`src/rtl/scan_bridge_consts.svh`:
```
// Constants for the addressable scan bridge
`ifndef SCAN_BRIDGE_CONSTS_SVH
`define SCAN_BRIDGE_CONSTS_SVH
`define NUM_PORTS 3
`define IR_W 8
`define MODE_W 8
`define GROUP_W 2
`define SIG_W 16
`define DR_W 16
`define CAPTURE_LOW 2'b01
`define BCAST_ADDR 8'h3b
`define MCAST_PREFIX 6'h0f
`define OP_RETURN_TO_WAIT 8'h80
`define OP_PORT_CFG 8'h81
`define OP_GROUP_SEL 8'h82
`define OP_ACTIVATE 8'h83
`define OP_PARK_RESET 8'h84
`define OP_PARK_IDLE 8'h85
`define OP_COMP_EN 8'h86
`define OP_COMP_SEL 8'h87
`define OP_LOCAL_RESET 8'h88
`define OP_BYPASS 8'hff
`define MODE_RESET 8'h00
`define GROUP_RESET 2'h0
`define SIG_RESET 16'h0000
`define SIG_POLY 16'h100b
`endif

```
`src/rtl/scan_bridge_pkg.sv`:
```
// Types shared by the scan bridge modules
`include "scan_bridge_consts.svh"
package scan_bridge_pkg;
   typedef enum logic [3:0] {
      TAP_TLR, TAP_RTI, TAP_SEL_DR, TAP_CAP_DR, TAP_SH_DR, TAP_EX1_DR,
      TAP_PA_DR, TAP_EX2_DR, TAP_UPD_DR, TAP_SEL_IR, TAP_CAP_IR,
      TAP_SH_IR, TAP_EX1_IR, TAP_PA_IR, TAP_EX2_IR, TAP_UPD_IR
   } tap_state_t;
   typedef enum logic [2:0] {
      SEL_WAIT, SEL_SINGLE, SEL_MULTI, SEL_BCAST, SEL_UNSEL
   } sel_state_t;
   typedef enum logic [1:0] {
      PORT_RESET, PORT_IDLE, PORT_PENDING, PORT_ACTIVE
   } port_state_t;
   // Backplane test pins seen by the bridge
   typedef struct packed {
      logic tck;
      logic tms;
      logic tdi;
   } bp_in_t;
   // Pins driven toward the three local scan ports
   typedef struct packed {
      logic tck;
      logic [`NUM_PORTS-1:0] tms;
      logic [`NUM_PORTS-1:0] tdi;
   } local_pins_t;
endpackage

```
`src/rtl/scan_bridge.sv`:
```
// Addressable multidrop scan bridge with three local scan ports
//
// Overview of operation
// Master walks all bridges to Shift-IR, shifts slot address, Update-IR.
// At Update-IR a matching slot address selects; others become unselected.
// Capture-IR loads 01 low and the six slot bits above.
// Master reads an all-ones capture as an empty slot.
// Return-to-wait sends every selection controller to Wait-For-Address.
// Return-to-wait also resets the local scan ports that are not idle-parked.
// Port-config-select scans the mode register; 00000111 chains all ports.
// Mode register survives deselection; only Test-Logic-Reset clears it.
// Activate unparks moded ports, joining once bridge is in step.
// Park-in-reset holds all local mode selects high.
// Park-in-idle parks ports in Run-Test/Idle, keeping local instructions.
// Group-register-select scans the two-bit multicast group register.
// A multicast address matching the group selects as multicast.
// Compactor-enable starts compaction in every selected bridge.
// Compactor-select scans the signature out; it survives deselection.
// Broadcast address 3B hex selects every bridge.
// Local-reset drives all local mode selects high.
// Unselected bridges keep backplane output off and ignore instructions other than return-to-wait.
`include "scan_bridge_consts.svh"
module scan_bridge (
   input wire logic clk,
   input wire logic reset_n,
   input wire scan_bridge_pkg::bp_in_t backplane,
   input wire logic [5:0] slot_id_inputs,
   input wire logic [`NUM_PORTS-1:0] local_tdo,
   output logic tdo_b,
   output logic tdo_b_oe_n,
   output scan_bridge_pkg::local_pins_t local_out,
   output logic bridge_selected
);
   import scan_bridge_pkg::*;

   // ==================================================
   // Reset release and pin synchronisers
   logic [1:0] rst_q;
   logic rst_n;
   logic [11:0] sync1, sync2;
   logic tck_d;
   logic tck_s, tms_s, tdi_s, tck_rise, tck_fall;
   logic [`NUM_PORTS-1:0] ltdo_s;
   logic [5:0] slot_s;

   // Deassertion is synchronised, assertion is immediate
   always_ff @(posedge clk or negedge reset_n) begin
      if (!reset_n) begin
         rst_q <= 2'b00;
      end else begin
         rst_q <= {rst_q[0], 1'b1};
      end
   end
   assign rst_n = rst_q[1];

   // All pins are asynchronous to clk, so two stages each
   always_ff @(posedge clk or negedge rst_n) begin
      if (!rst_n) begin
         sync1 <= 12'h000;
         sync2 <= 12'h000;
         tck_d <= 1'b0;
      end else begin
         sync1 <= {backplane, local_tdo, slot_id_inputs};
         sync2 <= sync1;
         tck_d <= sync2[11];
      end
   end
   assign tck_s = sync2[11];
   assign tms_s = sync2[10];
   assign tdi_s = sync2[9];
   assign ltdo_s = sync2[8:6];
   assign slot_s = sync2[5:0];
   assign tck_rise = tck_s & ~tck_d;
   assign tck_fall = ~tck_s & tck_d;

   // ==================================================
   // Bridge test access port
   tap_state_t tap;

   tap_ctrl u_tap (
      .clk(clk),
      .rst_n(rst_n),
      .step(tck_rise),
      .tms(tms_s),
      .state(tap)
   );

   // ==================================================
   // Helpers
   // Scan a bit in at the top of the register the instruction picks
   function automatic logic [`DR_W-1:0] dr_shift(logic [`DR_W-1:0] d,
         logic [`IR_W-1:0] ins, logic b);
      logic [`DR_W-1:0] r;
      r = d >> 1;
      case (ins)
         `OP_PORT_CFG: r[`MODE_W-1] = b;
         `OP_GROUP_SEL: r[`GROUP_W-1] = b;
         `OP_COMP_SEL: r[`SIG_W-1] = b;
         default: r[0] = b;
      endcase
      return r;
   endfunction

   // Signature compactor step, data folded into the feedback
   function automatic logic [`SIG_W-1:0] lfsr_step(logic [`SIG_W-1:0] s,
         logic b);
      logic fb;
      fb = s[`SIG_W-1] ^ b;
      return {s[`SIG_W-2:0], 1'b0} ^ (fb ? `SIG_POLY : `SIG_RESET);
   endfunction

   // ==================================================
   // Core state
   logic [`IR_W-1:0] ir, next_ir, instr, next_instr;
   sel_state_t sel, next_sel;
   logic [`MODE_W-1:0] mode, next_mode;
   logic [`GROUP_W-1:0] group, next_group;
   logic [`SIG_W-1:0] sig, next_sig;
   logic [`DR_W-1:0] dr, next_dr;
   logic comp_en, next_comp_en;
   port_state_t port [`NUM_PORTS];
   port_state_t next_port [`NUM_PORTS];
   logic is_sel;
   logic [`NUM_PORTS-1:0] feed;
   logic chain_out;

   assign is_sel = (sel == SEL_SINGLE) || (sel == SEL_MULTI) ||
      (sel == SEL_BCAST);

   // Serial path: backplane data through active local chains in order
   always_comb begin
      chain_out = tdi_s;
      for (int i = 0; i < `NUM_PORTS; i++) begin
         feed[i] = chain_out;
         if (port[i] == PORT_ACTIVE) begin
            chain_out = ltdo_s[i];
         end
      end
   end

   // Next values of instruction, selection, data registers and ports
   always_comb begin
      next_ir = ir;
      next_instr = instr;
      next_sel = sel;
      next_mode = mode;
      next_group = group;
      next_sig = sig;
      next_dr = dr;
      next_comp_en = comp_en;
      next_port = port;
      if (tap == TAP_TLR) begin
         // Test-Logic-Reset clears every register; return-to-wait also clears selection, instruction and non-idle ports
         next_ir = `OP_BYPASS;
         next_instr = `OP_BYPASS;
         next_sel = SEL_WAIT;
         next_mode = `MODE_RESET;
         next_group = `GROUP_RESET;
         next_sig = `SIG_RESET;
         next_dr = {`DR_W{1'b0}};
         next_comp_en = 1'b0;
         for (int i = 0; i < `NUM_PORTS; i++) next_port[i] = PORT_RESET;
      end else if (tck_rise) begin
         case (tap)
            TAP_CAP_IR: next_ir = {slot_s, `CAPTURE_LOW};
            TAP_SH_IR: next_ir = {chain_out, ir[`IR_W-1:1]};
            TAP_UPD_IR: begin
               if (ir == `OP_RETURN_TO_WAIT) begin
                  next_sel = SEL_WAIT;
                  next_instr = `OP_BYPASS;
                  // Idle-parked ports keep their local instruction in force
                  for (int i = 0; i < `NUM_PORTS; i++) begin
                     if (port[i] != PORT_IDLE) begin
                        next_port[i] = PORT_RESET;
                     end
                  end
               end else if (sel == SEL_WAIT) begin
                  // Address decode; a slot match beats the group codes
                  if (ir == {2'b00, slot_s}) begin
                     next_sel = SEL_SINGLE;
                  end else if (ir == `BCAST_ADDR) begin
                     next_sel = SEL_BCAST;
                  end else if (ir[`IR_W-1:2] == `MCAST_PREFIX &&
                        ir[1:0] == group) begin
                     next_sel = SEL_MULTI;
                  end else begin
                     next_sel = SEL_UNSEL;
                  end
               end else if (is_sel) begin
                  // Unselected bridges fall through and ignore it
                  next_instr = ir;
                  case (ir)
                     `OP_ACTIVATE: begin
                        for (int i = 0; i < `NUM_PORTS; i++) begin
                           if (mode[i] && port[i] != PORT_ACTIVE) begin
                              next_port[i] = PORT_PENDING;
                           end
                        end
                     end
                     `OP_PARK_RESET, `OP_LOCAL_RESET: begin
                        for (int i = 0; i < `NUM_PORTS; i++) begin
                           next_port[i] = PORT_RESET;
                        end
                     end
                     `OP_PARK_IDLE: begin
                        for (int i = 0; i < `NUM_PORTS; i++) begin
                           if (port[i] == PORT_ACTIVE) begin
                              next_port[i] = PORT_IDLE;
                           end
                        end
                     end
                     `OP_COMP_EN: next_comp_en = 1'b1;
                     default: ;
                  endcase
               end
            end
            TAP_CAP_DR: begin
               case (instr)
                  `OP_PORT_CFG: next_dr = {8'h00, mode};
                  `OP_GROUP_SEL: next_dr = {14'h0000, group};
                  `OP_COMP_SEL: next_dr = sig;
                  default: next_dr = {`DR_W{1'b0}};
               endcase
            end
            TAP_SH_DR: begin
               next_dr = dr_shift(dr, instr, chain_out);
               // Compaction pauses while the signature is read out
               if (comp_en && is_sel && instr != `OP_COMP_SEL) begin
                  next_sig = lfsr_step(sig, tdi_s);
               end
            end
            TAP_UPD_DR: begin
               if (is_sel && instr == `OP_PORT_CFG) begin
                  next_mode = dr[`MODE_W-1:0];
               end
               if (is_sel && instr == `OP_GROUP_SEL) begin
                  next_group = dr[`GROUP_W-1:0];
               end
            end
            TAP_RTI: begin
               // Locals are in Run-Test/Idle too, so they move in step
               for (int i = 0; i < `NUM_PORTS; i++) begin
                  if (port[i] == PORT_PENDING) begin
                     next_port[i] = PORT_ACTIVE;
                  end
               end
            end
            default: ;
         endcase
      end
   end

   always_ff @(posedge clk or negedge rst_n) begin
      if (!rst_n) begin
         ir <= `OP_BYPASS;
         instr <= `OP_BYPASS;
         sel <= SEL_WAIT;
         mode <= `MODE_RESET;
         group <= `GROUP_RESET;
         sig <= `SIG_RESET;
         dr <= {`DR_W{1'b0}};
         comp_en <= 1'b0;
         for (int i = 0; i < `NUM_PORTS; i++) port[i] <= PORT_RESET;
      end else begin
         ir <= next_ir;
         instr <= next_instr;
         sel <= next_sel;
         mode <= next_mode;
         group <= next_group;
         sig <= next_sig;
         dr <= next_dr;
         comp_en <= next_comp_en;
         port <= next_port;
      end
   end

   // ==================================================
   // Pin outputs
   logic next_tdo, next_oe_n, next_selected;
   local_pins_t next_local;

   // Data changes on the falling test clock, as the standard expects
   always_comb begin
      next_tdo = tdo_b;
      next_oe_n = tdo_b_oe_n;
      next_local.tck = tck_s;
      next_local.tdi = local_out.tdi;
      next_selected = is_sel;
      for (int i = 0; i < `NUM_PORTS; i++) begin
         case (port[i])
            PORT_RESET: next_local.tms[i] = 1'b1;
            PORT_ACTIVE: next_local.tms[i] = tms_s;
            default: next_local.tms[i] = 1'b0;
         endcase
      end
      if (tck_fall) begin
         next_tdo = (tap == TAP_SH_IR) ? ir[0] : dr[0];
         // Group selections stay quiet to avoid bus contention
         next_oe_n = !(sel == SEL_SINGLE &&
            (tap == TAP_SH_IR || tap == TAP_SH_DR));
         next_local.tdi = feed;
      end
   end

   always_ff @(posedge clk or negedge rst_n) begin
      if (!rst_n) begin
         tdo_b <= 1'b1;
         tdo_b_oe_n <= 1'b1;
         local_out <= {1'b0, 3'b111, 3'b111};
         bridge_selected <= 1'b0;
      end else begin
         tdo_b <= next_tdo;
         tdo_b_oe_n <= next_oe_n;
         local_out <= next_local;
         bridge_selected <= next_selected;
      end
   end
endmodule

```
`src/rtl/tap_ctrl.sv`:
```
// Test access port state machine, stepped on sampled test clock edges
`include "scan_bridge_consts.svh"
module tap_ctrl (
   input wire logic clk,
   input wire logic rst_n,
   input wire logic step,
   input wire logic tms,
   output scan_bridge_pkg::tap_state_t state
);
   import scan_bridge_pkg::*;

   tap_state_t next_state;

   // ==================================================
   // Next state, advanced only on a test clock rise
   always_comb begin
      next_state = state;
      if (step) begin
         case (state)
            TAP_TLR: next_state = tms ? TAP_TLR : TAP_RTI;
            TAP_RTI: next_state = tms ? TAP_SEL_DR : TAP_RTI;
            TAP_SEL_DR: next_state = tms ? TAP_SEL_IR : TAP_CAP_DR;
            TAP_CAP_DR: next_state = tms ? TAP_EX1_DR : TAP_SH_DR;
            TAP_SH_DR: next_state = tms ? TAP_EX1_DR : TAP_SH_DR;
            TAP_EX1_DR: next_state = tms ? TAP_UPD_DR : TAP_PA_DR;
            TAP_PA_DR: next_state = tms ? TAP_EX2_DR : TAP_PA_DR;
            TAP_EX2_DR: next_state = tms ? TAP_UPD_DR : TAP_SH_DR;
            TAP_UPD_DR: next_state = tms ? TAP_SEL_DR : TAP_RTI;
            TAP_SEL_IR: next_state = tms ? TAP_TLR : TAP_CAP_IR;
            TAP_CAP_IR: next_state = tms ? TAP_EX1_IR : TAP_SH_IR;
            TAP_SH_IR: next_state = tms ? TAP_EX1_IR : TAP_SH_IR;
            TAP_EX1_IR: next_state = tms ? TAP_UPD_IR : TAP_PA_IR;
            TAP_PA_IR: next_state = tms ? TAP_EX2_IR : TAP_PA_IR;
            TAP_EX2_IR: next_state = tms ? TAP_UPD_IR : TAP_SH_IR;
            TAP_UPD_IR: next_state = tms ? TAP_SEL_DR : TAP_RTI;
            default: next_state = TAP_TLR;
         endcase
      end
   end

   // State register, starts in Test-Logic-Reset
   always_ff @(posedge clk or negedge rst_n) begin
      if (!rst_n) begin
         state <= TAP_TLR;
      end else begin
         state <= next_state;
      end
   end
endmodule

```
`config.mk`:
```
export PLATFORM = sky130hd
export DESIGN_NAME = scan_bridge
export DESIGN_NICKNAME = d
export VERILOG_FILES = /design/src/rtl/scan_bridge_pkg.sv /design/src/rtl/scan_bridge.sv /design/src/rtl/tap_ctrl.sv
export VERILOG_INCLUDE_DIRS = /design/src /design/src/rtl
export SDC_FILE = /design/constraint.sdc
export NUM_CORES = 1
export LEC_CHECK = 0
export BUFFER_PORTS_ARGS = -buffer_cell sky130_fd_sc_hd__buf_2
export CORE_AREA = 2 2 126 128
export DETAILED_ROUTE_END_ITERATION = 12
export DIE_AREA = 0 0 128 130
export PLACE_DENSITY_LB_ADDON = 0.25
export SETUP_SLACK_MARGIN = 0.3
export SLEW_MARGIN = 20
export SYNTH_ARGS = -nofsm -noshare
export SYNTH_HDL_FRONTEND = slang
export SYNTH_SLANG_ARGS = --single-unit
```
`constraint.sdc`:
```
create_clock -name clk -period 10 [get_ports clk]
set_clock_uncertainty 0.1 [all_clocks]
set_input_delay 1 -clock clk [delete_from_list [all_inputs] [get_ports clk]]
set_output_delay 1 -clock clk [all_outputs]
set_load 0.03 [all_outputs]
```
== Word level (Yosys, flattened, before mapping) ==
Cells that the tools add are included.

* Bits in registers: 108
* Input port bits: 14
* Output and inout bits: 10
* Word-level logic and storage cells: 221

* Equality and inequality tests: 62
* Muxes and demuxes: 84
* Bitwise logic cells: 6
* Reductions and logical operators: 48

{| class="wikitable"
|+ Operators with widths
! cell !! number
|-
| 16-bit two-way mux || 6
|-
| 8-bit two-way mux || 12
|-
| 8-bit equality test, second input constant || 9
|-
| 16-bit case mux with 3 select lines || 1
|-
| 4-bit case mux with 12 select lines || 1
|-
| 2-bit two-way mux || 19
|-
| 4-bit equality test, second input constant || 8
|-
| 16-bit case mux with 2 select lines || 1
|-
| 3-bit two-way mux || 10
|-
| 6-bit two-way mux || 5
|-
| 5-bit inequality test, second input constant || 6
|-
| 9-bit AND reduction || 3
|-
| 4-bit inequality test, second input constant || 5
|-
| 1-bit two-way mux || 18
|-
| 6-bit case mux with 3 select lines || 1
|-
| 2-bit nonzero test || 9
|-
| 4-bit by 3-bit equality test with 1-bit output, second input constant || 4
|-
| 4-bit two-way mux || 4
|-
| 8-bit case mux with 2 select lines || 1
|-
| 16-bit by 13-bit bitwise XOR with 16-bit output || 1
|-
| 3-bit nonzero test || 5
|-
| 13-bit two-way mux || 1
|-
| 2-bit equality test, second input constant || 6
|-
| 3-bit inequality test, second input constant || 4
|-
| 29 further kinds || 60
|}

== Depth between registers and ports, before layout ==
* Depth in word-level cells: 10
* Depth in mapped cells: 8
* Gate-level depth less buffers: 6

== By module ==
Synthesis repeated with hierarchy kept, for this count alone.

* Cells, all modules: 543
* Area total of the unflattened synthesis: 5371.4 um^2

{| class="wikitable"
|+ Modules (own cells, without submodules)
! module !! times used !! cells each !! area each (um^2) !! seq. area each (um^2)
|-
| scan_bridge || 1 || 496 || 4971.0 || 2632.5
|-
| tap_ctrl || 1 || 47 || 400.4 || 100.1
|}

== Least setup slack after synthesis ==
Ideal clock, no wire load.

* Path type: reg-to-reg
* From: register ir[3]
* To: register port[0] (netlist bit)
* Library setup time: 125 ps
* Data arrival time: 2162 ps
* Required time: 9775 ps
* Setup slack: 7613 ps
* Cell stages (with the launch flop): 7
* Buffers on the path: 1
* Cells stage by stage: dfstp_2 clkbuf_1 or3b_2 a21oi_1 o2111ai_1 a211oi_1 mux2_2

* Cells in the longest elaborated chain, start to end: 9
* Elaborated cells on any way between the ends: 20

{| class="wikitable"
|+ Ends and longest elaborated chain
! item !! line !! text
|-
| start: declaration || scan_bridge.sv:114 || <nowiki>logic [`IR_W-1:0] ir, next_ir, instr, next_instr;</nowiki>
|-
| start signal: assignment || scan_bridge.sv:255 || <nowiki>ir <= `OP_BYPASS;</nowiki>
|-
| start signal: assignment || scan_bridge.sv:265 || <nowiki>ir <= next_ir;</nowiki>
|-
| 8-bit equality test || scan_bridge.sv:192 || <nowiki>case (ir)</nowiki>
|-
| 2-bit OR reduction || scan_bridge.sv:192 ||
|-
| 6-bit case mux with 3 select lines || scan_bridge.sv:192 ||
|-
| 6-bit two-way mux || scan_bridge.sv:189 || <nowiki>end else if (is_sel) begin</nowiki>
|-
| 6-bit two-way mux || scan_bridge.sv:177 || <nowiki>end else if (sel == SEL_WAIT) begin</nowiki>
|-
| 6-bit two-way mux || scan_bridge.sv:168 || <nowiki>if (ir == `OP_RETURN_TO_WAIT) begin</nowiki>
|-
| 6-bit case mux with 2 select lines || scan_bridge.sv:164 || <nowiki>case (tap)</nowiki>
|-
| 6-bit two-way mux || scan_bridge.sv:163 || <nowiki>end else if (tck_rise) begin</nowiki>
|-
| 6-bit two-way mux || scan_bridge.sv:152 || <nowiki>if (tap == TAP_TLR) begin</nowiki>
|-
| end signal: assignment || scan_bridge.sv:273 || <nowiki>port <= next_port;</nowiki>
|-
| end: declaration || scan_bridge.sv:121 || <nowiki>port_state_t port [`NUM_PORTS];</nowiki>
|}

Several ways; a longest one is shown, not always the timed one. The select of a mux whose other input is x is not followed.
A chain may end at the register's enable or synchronous reset.

== Worst setup path in the final report ==
* From: register u_tap.state[2]
* To: register instr[1]

* Cells in the longest elaborated chain, start to end: 3
* Elaborated cells on any way between the ends: 8

{| class="wikitable"
|+ Ends and longest elaborated chain
! item !! line !! text
|-
| start: declaration || tap_ctrl.sv:8 || <nowiki>output scan_bridge_pkg::tap_state_t state</nowiki>
|-
| start signal: assignment || tap_ctrl.sv:46 || <nowiki>state <= next_state;</nowiki>
|-
| 4-bit logical NOT or 4-bit equality test (tied branches) || scan_bridge.sv:152, scan_bridge.sv:164 ||
|-
| 3-bit inequality test (no source line) (tied with other cells) || -- ||
|-
| 4-bit AND reduction (no source line) || -- ||
|-
| end signal: assignment || scan_bridge.sv:256 || <nowiki>instr <= `OP_BYPASS;</nowiki>
|-
| end signal: assignment || scan_bridge.sv:266 || <nowiki>instr <= next_instr;</nowiki>
|-
| end: declaration || scan_bridge.sv:114 ||
|}

Several ways; a longest one is shown, not always the timed one.

==> results.cfg <==
[clock_tree]
clk_path_buf_depth = 2
clk_latency_ns = 0.36
cts.sinks = 108
clkTransAtPathRegs_ns = 0.06
cts-hold-fix-buffers = 0
root_buffer = clkbuf_16
post-cts-setup-buffers = 0
tritoncts = built
cts_resized = 0
numCtsBuffers = 9
htree_levels = 3

[floorplan]
die_w_um = 128
core_um2 = 15400
initial_core_util = 0.343
io_pins = 24
num_rows = 46
dieArea_um2 = 16600
die_h_um = 130

[synthesis]
yosys-mux-area-fraction = 0.0558
syn_area_per_cell_um2 = 9.96
synth_top_family_by_area = compound AO/OA/AOI/OAI gates
post_synth_num_cell_types = 60
synth.net_count = 557
async_flop_share = 1.00
yosys.area_share.simple = 0.162
ys_seq_area_frac = 0.516
synth_compound_area_frac = 0.170
ys_seq_elements = 108
synth-xor-area-share = 0.0215
synthAdderAreaFrac = 0.0284
synth_edf_count = 0
syn_inst = 531
yosysWarnings = 0
netlist_area_um2 = 5290
ys.flop_type = dfrtp_1

[global_routing]
grt_use_total = 0.155
gr-max-usage-layer = met2
gr-usage-met3 = 0.0344
met2_usage = 0.245
use_met1 = 0.208
antenna_found_initial = 0
grt_overflow = 0
grt_pass1_vias = 3720
grt_start_max_net_pins = 56
grt_pass1_wl_mm = 20.0

[sta]
maxSlewHeadroom = 0.366
fmax_mhz = 325
setup_viol = 0
min_period_over_period = 0.308
fin_ws_ns = 6.92
slew_viol_final = 0
rsz0062_at_grt = false
post-route-min-period_ns = 3.08
worst_pin_slew_ns = 0.950
finalHoldViolCount = 0
fin_tns_setup_ns = 0

[outcome]
status = complete, no violations

[pwr]
pwr-share-seq = 0.437
pwr-share-comb = 0.331
power.leakage_nw = 2.49
p_sw_w = 0.000582
p_int_w = 0.000929
ir_worst_vdd_uv = 98.9
power_density_nw_per_um2 = 259
p_sw_frac = 0.385
pwr-share-clk = 0.232

[routing]
drt-total-wl_mm = 12.0
drc = 0
ant_nets = 0
routed_via_density = 5.23
dr.pass1.iters = 4
wire_per_inst_um = 16.4
dr.first_iter.drc_count = 215
vias = 3828

[worst_hold_path]
hp-class = reg -> reg

[final_layout]
fin_area_um2 = 5830
layout_common_cells = dfrtp_1, nand2_1, o21ai_0
drive_gt1_frac = 0.163
antenna_cells = 0
layout.cells.non_filler = 732
num-nets-final = 562
syn2layout_area_growth_pct = 10.2
final_core_util = 0.378
final_common_cell = dfrtp_1

[placed_design]
dp_cells = 716
place_ws_ns = 6.92
placed_area_um2 = 5540
hpwlAfterDp_mm = 8.21
place_congestion = 0.825
numPortBuffers = 23

[worst_setup_path]
crit_family = compound AO/OA/AOI/OAI gates
worstPathArrival_ns = 3.21
cp.required_ns = 10.14
slowest_stage = or4_1
startpoint_type = flip-flop
crit_buf_inv = 0
critPathKind = reg -> reg
critPathCaptureType = flip-flop
cp_max_fo = 27
cp_cell_sequence = or4_1, o21ai_2, o21ai_1, o21ai_0
cpPeakStageDelay_ns = 0.84

[job]
maxCapViolCount = 0
[kinds of logic after synthesis]
family | Yosys count
AOI/OAI and AO/OA | 139
xor gates and xnor gates | 13
adders and majority gates | 12
buffers and inverters | 58
DFF | 108
muxes | 28
other | 1
and+or+nand+nor | 172
[flip-flops by register name, summed over array words and instances (netlist names), 7 cells and up]
name	count
local_out	7
ir	8
dr	16
instr	8
sig	16
sync2	12
sync1	12
mode	8
[metrics by stage]
stage / total power, W / hold slack [ns]
after global routing: 0.00162 / 0.255
final: 0.00151 / 0.248
after detailed placement: 0.00117 / 0.235
after floorplan: 0.00103 / 0.231
after global placement: 0.00115 / 0.234
after CTS: 0.00153 / 0.250
[cell usage after synthesis (3+ instances only)]
library cell / n / area share
dfrtp_1: 84 / 0.40
nand2_1: 80 / 0.057
o21ai_0: 45 / 0.043
nor2_1: 25 / 0.018
dfstp_2: 24 / 0.12
inv_1: 24 / 0.017
clkbuf_1: 22 / 0.016
a21oi_1: 18 / 0.017
a22oi_1: 16 / 0.023
mux2i_1: 16 / 0.030
nor3_1: 13 / 0.012
ha_1: 12 / 0.028
mux2_2: 12 / 0.026
nor2b_1: 9 / 0.011
a31oi_1: 8 / 0.0095
a22o_1: 7 / 0.012
nand2b_1: 7 / 0.0083
o22ai_1: 7 / 0.0083
xnor2_1: 7 / 0.012
xor2_1: 6 / 0.0099
a211oi_1: 5 / 0.0071
buf_1: 5 / 0.0035
o2bb2ai_1: 5 / 0.0083
and3_1: 4 / 0.0047
buf_2: 4 / 0.0038
nor3b_1: 4 / 0.0057
o211ai_1: 4 / 0.0057
nand4_1: 3 / 0.0035
o21a_1: 3 / 0.0043
o21ai_1: 3 / 0.0028
o31ai_1: 3 / 0.0043
or3_1: 3 / 0.0035
or4_1: 3 / 0.0043
[path summary, 6_finish.rpt]
check	startpoint	to	slack (ns)	depth (start not counted)
min in group asynchronous	rst_q[1]$_DFF_PN0_	sync1[6]$_DFF_PN0_	0.27	0
setup reg to reg	u_tap.state[2]$_DFFE_PN0P_	instr[1]$_DFFE_PN1P_	6.92	4
setup / recovery	u_tap.state[2]$_DFFE_PN0P_	instr[1]$_DFFE_PN1P_	6.92	4
hold / removal	sync1[5]$_DFF_PN0_	sync2[5]$_DFF_PN0_	0.25	0
hold reg to reg	sync1[5]$_DFF_PN0_	sync2[5]$_DFF_PN0_	0.25	0
max in group asynchronous	rst_q[1]$_DFF_PN0_	dr[7]$_DFFE_PN0P_	8.38	1
[area by class of cell]
type	instances	area (um^2)
clock buffers	11	233
clock inverters	4	48.8
fillers	1533	9600
inverters	24	90.1
multi-input cells	365	2330
flip-flops and latches	108	2740
well taps	192	240
repair buffers	28	153
[routing by layer]
layer | up-vias | wire (um)
met5 | - | 0
met4 | 0 | 195
met3 | 12 | 392
met2 | 56 | 5790
met1 | 1882 | 5650
li1 | 1878 | -
[power groups by stage]
stage | combinational [W] | sequential, W | clock (W)
floorplan | 0.000414 | 0.000618 | 0
global placement | 0.000485 | 0.000662 | 0
detailed placement | 0.000500 | 0.000666 | 0
CTS | 0.000502 | 0.000660 | 0.000365
global route | 0.000564 | 0.000678 | 0.000381
finish | 0.000500 | 0.000660 | 0.000351
Power figures use the tool's default switching activity.
